## src/design/pmp_mii_map.vh

```
`ifndef PMP_MII_MAP_VH
`define PMP_MII_MAP_VH
// ****************************************
// timing and code constants
// ****************************************
// system clock period in ps (125 MHz)
`define PMP_CLK_PERIOD_PS 32'h0000_1F40
// heartbeat pulse length in ns
`define PMP_SQE_TIME_NS 32'h0000_03E8
// heartbeat pulse length in clock cycles, longest time rounds down
`define PMP_SQE_CYCLES ((`PMP_SQE_TIME_NS * 32'h0000_03E8) / `PMP_CLK_PERIOD_PS)
// link clock period and low phase in system cycles
// 25 MHz is five system cycles, so its two phases cannot be equal
`define PMP_PERIOD_100 8'h05
`define PMP_LOW_100 8'h03
// 2.5 MHz is fifty system cycles, split evenly
`define PMP_PERIOD_10 8'h32
`define PMP_LOW_10 8'h19
// halt marker on the encoder side
`define PMP_HALT_CODE 5'h04
`endif

```

## src/design/pmp_mii_port.v

```verilog
// Notes on behaviour
// - The management clock is asynchronous, up to 25 MHz with no lower limit, so it is synchronised and edge-detected.
// - The management data line is open drain and is only driven low while the device sources data.
// - In half duplex, carrier sense follows receive or transmit activity.
// - In full duplex, carrier sense follows receive activity only.
// - In half duplex, collision is high while transmit and receive are both active.
// - In 10 Mb/s half duplex with heartbeat on, collision pulses for about 1 us right after each transmission.
// - In full duplex, collision is held low and no heartbeat is made.
// - The transmit clock is divided from the reference to 25 MHz or 2.5 MHz by speed.
// - Transmit nibbles are sampled on the rising edge of the device transmit clock.
// - At 100 Mb/s a transmit error during enable replaces the nibble with the halt code.
// - At 10 Mb/s the transmit error input is ignored.
// - The receive clock is supplied at 25 MHz or 2.5 MHz by speed.
// - Receive nibbles change on the falling edge of the receive clock.
// - Receive valid is high with valid nibbles and changes on the falling receive edge.
// - At 100 Mb/s a receive error is flagged for an invalid code inside a packet.
`include "pmp_mii_map.vh"
`default_nettype none
module pmp_mii_port #(
   parameter integer SQE_CYCLES = `PMP_SQE_CYCLES
) (
   input  wire       MCLK_IN,
   input  wire       RST_N_IN,
   input  wire       SPEED_100_IN,
   input  wire       FULL_DUPLEX_IN,
   input  wire       HEARTBEAT_EN_IN,
   input  wire [3:0] TXD_IN,
   input  wire       TX_EN_IN,
   input  wire       TX_ER_IN,
   input  wire       LINE_RX_VALID_IN,
   input  wire [3:0] LINE_RXD_IN,
   input  wire       LINE_RX_BADCODE_IN,
   input  wire       MDC_IN,
   input  wire       MDIO_IN,
   input  wire       MGMT_DRIVE_IN,
   input  wire       MGMT_BIT_IN,
   output reg        TX_CLK_OUT,
   output reg        RX_CLK_OUT,
   output reg  [3:0] RXD_OUT,
   output reg        RX_DV_OUT,
   output reg        RX_ER_OUT,
   output reg        CRS_OUT,
   output reg        COL_OUT,
   output reg  [4:0] LINE_TX_CODE_OUT,
   output reg        LINE_TX_VALID_OUT,
   output reg        MDC_RISE_OUT,
   output reg        MDIO_SAMPLE_OUT,
   output reg        MDIO_OUT,
   output reg        MDIO_OE_OUT
);
   // ****************************************
   // input synchronisers
   // ****************************************
   reg  [3:0] txd_s1;
   reg  [3:0] txd_s2;
   reg        txen_s1;
   reg        txen_s2;
   reg        txer_s1;
   reg        txer_s2;
   reg        mdc_s1;
   reg        mdc_s2;
   reg        mdc_d;
   reg        mdio_s1;
   reg        mdio_s2;
   reg  [7:0] div_cnt;
   reg        tx_active;
   reg  [9:0] sqe_cnt;
   wire [7:0] period_cnt;
   wire [7:0] low_cnt;
   wire       wrap;
   wire [7:0] next_div_cnt;
   wire       next_link_clk;
   wire       rise;
   wire       fall;

   // two-flop capture of pins from the MAC and management side
   always @(posedge MCLK_IN or negedge RST_N_IN) begin
      if (!RST_N_IN) begin
         txd_s1  <= 4'h0;
         txd_s2  <= 4'h0;
         txen_s1 <= 1'b0;
         txen_s2 <= 1'b0;
         txer_s1 <= 1'b0;
         txer_s2 <= 1'b0;
         mdc_s1  <= 1'b0;
         mdc_s2  <= 1'b0;
         mdc_d   <= 1'b0;
         mdio_s1 <= 1'b1;
         mdio_s2 <= 1'b1;
      end else begin
         txd_s1  <= TXD_IN;
         txd_s2  <= txd_s1;
         txen_s1 <= TX_EN_IN;
         txen_s2 <= txen_s1;
         txer_s1 <= TX_ER_IN;
         txer_s2 <= txer_s1;
         mdc_s1  <= MDC_IN;
         mdc_s2  <= mdc_s1;
         mdc_d   <= mdc_s2;
         mdio_s1 <= MDIO_IN;
         mdio_s2 <= mdio_s1;
      end
   end

   // ****************************************
   // link clock generation
   // ****************************************
   // divider limits picked by speed
   assign period_cnt    = SPEED_100_IN ? `PMP_PERIOD_100 : `PMP_PERIOD_10;
   assign low_cnt       = SPEED_100_IN ? `PMP_LOW_100 : `PMP_LOW_10;
   // low phase first, so the first high phase after reset is full length
   assign wrap          = (div_cnt >= period_cnt - 8'h01);
   assign next_div_cnt  = wrap ? 8'h00 : div_cnt + 8'h01;
   assign next_link_clk = (next_div_cnt >= low_cnt);
   // strobes mark the edge at which the registered clock moves
   assign rise          = next_link_clk && !TX_CLK_OUT;
   assign fall          = !next_link_clk && TX_CLK_OUT;

   always @(posedge MCLK_IN or negedge RST_N_IN) begin
      if (!RST_N_IN) begin
         div_cnt    <= 8'h00;
         TX_CLK_OUT <= 1'b0;
         RX_CLK_OUT <= 1'b0;
      end else begin
         div_cnt    <= next_div_cnt;
         TX_CLK_OUT <= next_link_clk;
         RX_CLK_OUT <= next_link_clk;
      end
   end

   // ****************************************
   // transmit path
   // ****************************************
   // sample on transmit clock rise
   always @(posedge MCLK_IN or negedge RST_N_IN) begin
      if (!RST_N_IN) begin
         LINE_TX_CODE_OUT  <= 5'h00;
         LINE_TX_VALID_OUT <= 1'b0;
         tx_active         <= 1'b0;
      end else if (rise) begin
         tx_active         <= txen_s2;
         LINE_TX_VALID_OUT <= txen_s2;
         if (txen_s2 && txer_s2 && SPEED_100_IN)
            LINE_TX_CODE_OUT <= `PMP_HALT_CODE;
         else
            LINE_TX_CODE_OUT <= {1'b1, txd_s2};
      end
   end

   // ****************************************
   // receive path
   // ****************************************
   // data on falling edge
   always @(posedge MCLK_IN or negedge RST_N_IN) begin
      if (!RST_N_IN) begin
         RXD_OUT   <= 4'h0;
         RX_DV_OUT <= 1'b0;
         RX_ER_OUT <= 1'b0;
      end else if (fall) begin
         RXD_OUT   <= LINE_RXD_IN;
         RX_DV_OUT <= LINE_RX_VALID_IN;
         RX_ER_OUT <= SPEED_100_IN && LINE_RX_VALID_IN && LINE_RX_BADCODE_IN;
      end
   end

   // ****************************************
   // carrier and collision
   // ****************************************
   // carrier sense, collision and the heartbeat timer
   always @(posedge MCLK_IN or negedge RST_N_IN) begin
      if (!RST_N_IN) begin
         CRS_OUT <= 1'b0;
         COL_OUT <= 1'b0;
         sqe_cnt <= 10'h000;
      end else begin
         if (FULL_DUPLEX_IN)
            CRS_OUT <= LINE_RX_VALID_IN;
         else
            CRS_OUT <= LINE_RX_VALID_IN || tx_active;
         if (rise && tx_active && !txen_s2 && !SPEED_100_IN && !FULL_DUPLEX_IN
             && HEARTBEAT_EN_IN)
            sqe_cnt <= SQE_CYCLES[9:0];
         else if (sqe_cnt != 10'h000)
            sqe_cnt <= sqe_cnt - 10'h001;
         if (FULL_DUPLEX_IN)
            COL_OUT <= 1'b0;
         else
            COL_OUT <= (tx_active && LINE_RX_VALID_IN) || (sqe_cnt != 10'h000);
      end
   end

   // ****************************************
   // management pins
   // ****************************************
   // edge found on synchronised clock
   always @(posedge MCLK_IN or negedge RST_N_IN) begin
      if (!RST_N_IN) begin
         MDC_RISE_OUT    <= 1'b0;
         MDIO_SAMPLE_OUT <= 1'b1;
         MDIO_OUT        <= 1'b0;
         MDIO_OE_OUT     <= 1'b0;
      end else begin
         MDC_RISE_OUT    <= mdc_s2 && !mdc_d;
         MDIO_SAMPLE_OUT <= mdio_s2;
         MDIO_OUT        <= 1'b0;
         MDIO_OE_OUT     <= MGMT_DRIVE_IN && !MGMT_BIT_IN;
      end
   end
endmodule // pmp_mii_port
`default_nettype wire

```

## config.mk

```make
export PLATFORM = sky130hd
export DESIGN_NAME = pmp_mii_port
export DESIGN_NICKNAME = d
export VERILOG_FILES = /design/src/design/pmp_mii_port.v
export VERILOG_INCLUDE_DIRS = /design/src /design/src/design
export SDC_FILE = /design/constraint.sdc
export NUM_CORES = 1
export LEC_CHECK = 0
export BUFFER_PORTS_ARGS = -buffer_cell sky130_fd_sc_hd__buf_2
export CAP_MARGIN = 20
export CORE_AREA = 2 2 74 62
export CTS_CLUSTER_DIAMETER = 80
export DETAILED_ROUTE_END_ITERATION = 6
export DIE_AREA = 0 0 76 64
export GPL_ROUTABILITY_DRIVEN = 0
export PLACE_DENSITY = 0.86
export SYNTH_ARGS = -nofsm -noshare
export SYNTH_HDL_FRONTEND = slang
export SYNTH_SLANG_ARGS = --single-unit
```

## constraint.sdc

```tcl
create_clock -name MCLK_IN -period 7 [get_ports MCLK_IN]
set_input_delay 1.4 -clock MCLK_IN [delete_from_list [all_inputs] [get_ports MCLK_IN]]
set_output_delay 1.4 -clock MCLK_IN [all_outputs]
set_load 0.02 [all_outputs]
```

==> results by group <==
CTS
  – Maximum buffer depth of the clock tree: 2
  – # resized after CTS: 0
  – Num CTS Buffers: 5
  – Clk_lat worst skew: 0.31 ns
  – CTS tree: done
  – Clock slew at reported path FFs: 0.10 ns
  – Num Clock Sinks: 53
  – Root Driver: clkbuf_8
  – H-Tree Depth: 2
  – Post-CTS Hold Buffers: 0
  – Total setup buffers inserted after CTS: 0

Drt
  – First-pass iteration count of the detailed router: 4
  – Vias per Instance: 5.18
  – Final wirelength: 3750 µm
  – Detailed-route wire length per cell: 13.6 µm
  – Number of DRC markers in iteration 0: 47
  – DRC errors left: 0
  – DRT antenna net count: 0
  – Via count: 1424

Logic synthesis
  – Synthesized cell area: 0.00222 mm²
  – Post-synthesis adder-cell area fraction: 5.08%
  – XOR/XNOR share of the synthesized area: 3.56%
  – Seq cells post-synth: 53
  – Simple-gate share of the synthesized area: 15.4%
  – Mapped Cells: 173
  – Ys Warns: 0
  – Number of library cell types mapped by synthesis: 45
  – Syn avg cell area: 12.8 µm²
  – Post-synth EDFFs: 0
  – Mux share of post-synthesis cell area: 4.97%
  – Primary FF master, synth: dfrtp_1
  – Async S/R FF share, synth: 100%
  – Post-synthesis compound-gate area fraction: 8.41%
  – Seq/Total Area, Yosys: 60.0%
  – Largest family of logic cells by synthesized area: simple AND/OR/NAND/NOR gates

Global routing
  – Vias in the first global route: 1429
  – Initial antenna violation count: 0
  – Largest net degree at the start of global routing: 54
  – GR Util All Layers: 17.8%
  – First-pass GRT wire length: 6560 µm
  – Gr ovfl total: 0

Final layout
  – Layout cells sized above 1: 31.2%
  – Number of antenna diodes: 0
  – FILL cells: 318
  – Synth-to-layout area growth: 15.9%
  – Post-layout util: 63.1%
  – Net count reported at finish: 247

Worst setup path
  – CP Data Required Time: 7.21 ns
  – Setup crit start kind: input pin
  – Critical path endpoint category: flop
  – CP Class: input pin to flop
  – Critical path peak fanout: 8
  – CP arrival: 4.44 ns
  – Path depth of the worst reg2reg path: 10

Min path
  – Hold crit path type: flop to flop
  – Hold Path Depth: 0

Timing
  – Max Freq: 0.236 GHz
  – # setup viols final: 0
  – Crit path time final: 4.23 ns
  – Clock skew: 0.0127 ns
  – Worst Tran Pin Value: 0.618 ns
  – Final Max Slew Viols: 0
  – Final setup TNS: 0 ns
  – Final Hold Violating Endpoints: 0
  – Tcrit/Tclk final: 60.4%
  – Min setup slack post-route: 2.77 ns
  – Slew headroom: 58.8%
  – RSZ-0062 raised after global routing: no

Floorplanning
  – Die H: 64 µm
  – Rows: 21
  – Full die area: 0.00486 mm²
  – Core area: 0.00407 mm²
  – Initial Util: 54.4%
  – Die X: 76 µm
  – I/O pin total: 41

Placed design
  – PortBufs: 39
  – Dpl hpwl: 2710 µm
  – Pre-CTS WS: 2.45 ns

Status
  – Status: completed

Pwr
  – Leakage: 1.20 nW
  – Total power divided by cell area: 319 mW/mm²
  – Worst vdd ir: 196 µV

Flow run
  – Max Cap Violations: 0
## path summary, 6_finish.rpt
check                        startpoint         end  slack, ns
setup reg to reg             div_cnt[5]   RX_ER_OUT       3.62
min in group asynchronous      RST_N_IN  sqe_cnt[4]       1.18
setup / recovery           SPEED_100_IN   RX_ER_OUT       2.77
max in group asynchronous      RST_N_IN  div_cnt[6]       5.40
hold / removal                   mdc_s1      mdc_s2       0.36
hold reg to reg                  mdc_s1      mdc_s2       0.36
## cells by family (layout without fill, tap and decap cells)
family | after synthesis | in the layout
fa+ha+maj | 9 | 9
xor+xnor | 9 | 9
flops | 53 | 53
buf+inv | 12 | 56
simple gates | 57 | 57
mux | 10 | 10
compound gates | 22 | 22
other cells | 1 | 2
## area by class of cell
class	count	area [µm²]	area share, %
flip-flops and latches	53	1330	51.8
multi-input cells	109	837	32.6
repair buffers	40	203	7.89
clock buffers	6	82.6	3.21
well taps	57	71.3	2.78
inverters	8	30.0	1.17
clock inverters	2	16.3	0.633
## where the power goes
group	total (mW)	internal, mW	leakage, nW	switching [mW]
clock	0.183	0.0815	0.0478	0.101
combinational	0.220	0.0976	0.515	0.123
sequential	0.416	0.367	0.639	0.0487
total	0.819	0.546	1.20	0.272
## critical path, cell delays in order
cell and delay, ns:
buf_2 0.17, inv_1 0.10, ha_1 0.30, o311ai_1 0.25
a21oi_1 0.10, or2_2 0.35, nor2_1 0.17, ha_1 0.26
a21o_1 0.15, a21oi_1 0.32, o21ai_2 0.19, a21boi_4 0.29
mux2_2 0.37
## metal layers
metal / vias to the layer above / global-route usage [%] / wire length, µm
met1: 699 / 21.8 / 1700
met3: 8 / 6.78 / 205
met5: - / 0 / 0
li1: 686 / - / -
met4: 0 / 7.05 / 61
met2: 31 / 29.0 / 1780
## Yosys cell counts, drive strengths merged (3+ instances only)
library cell	instances	area (µm²)
and2	3	18.8
xor2	5	43.8
nor4b	3	26.3
nand2	12	45.0
dfrtp	50	1250
nor2b	6	37.5
nor3	4	20.0
inv	8	30.0
a21oi	5	25.0
ha	9	113
dfstp	3	78.8
nor2	9	33.8
mux2	8	90.1
xnor2	4	35.0
a32o	3	30.0
nand2b	3	18.8
nand3	4	25.0
o21ai	3	18.8
## cell usage in the layout (no fill, tap or decap), types with 2 or more instances in the layout
cell and n:
dfrtp_1 50, buf_2 39, nand2_1 12, nor2_1 9, ha_1 9, inv_1 8, mux2_2 8, nor2b_1 6
clkbuf_8 6, a21oi_1 5, xor2_1 5, nor3_1 4, xnor2_1 4, dfstp_2 3, nand3_1 3, nand2b_1 3
and2_1 3, nor4b_1 3, a32o_1 3, or2_2 2, a21o_1 2, o21ai_0 2, and3_1 2, or3_1 2
mux2i_1 2, conb_1 2
## state kept, by name (all words and copies together) (netlist names), 4 cells and up
| name | flops |
|---|---|
| LINE_TX_CODE_OUT | 5 |
| RXD_OUT | 4 |
| sqe_cnt | 10 |
| div_cnt | 8 |
| txd_s1 | 4 |
| txd_s2 | 4 |
## through the flow
step                      std cells  cell area (µm²)  hold slack [ns]  power, mW
after floorplan                 174             2220            0.331      0.569
after global placement          267             2470            0.332      0.632
after detailed placement        267             2470            0.337      0.643
after CTS                       275             2570            0.359      0.824
after global routing            275             2570            0.368      0.871
final                           275             2570            0.355      0.819
Power figures use the tool's default switching activity.
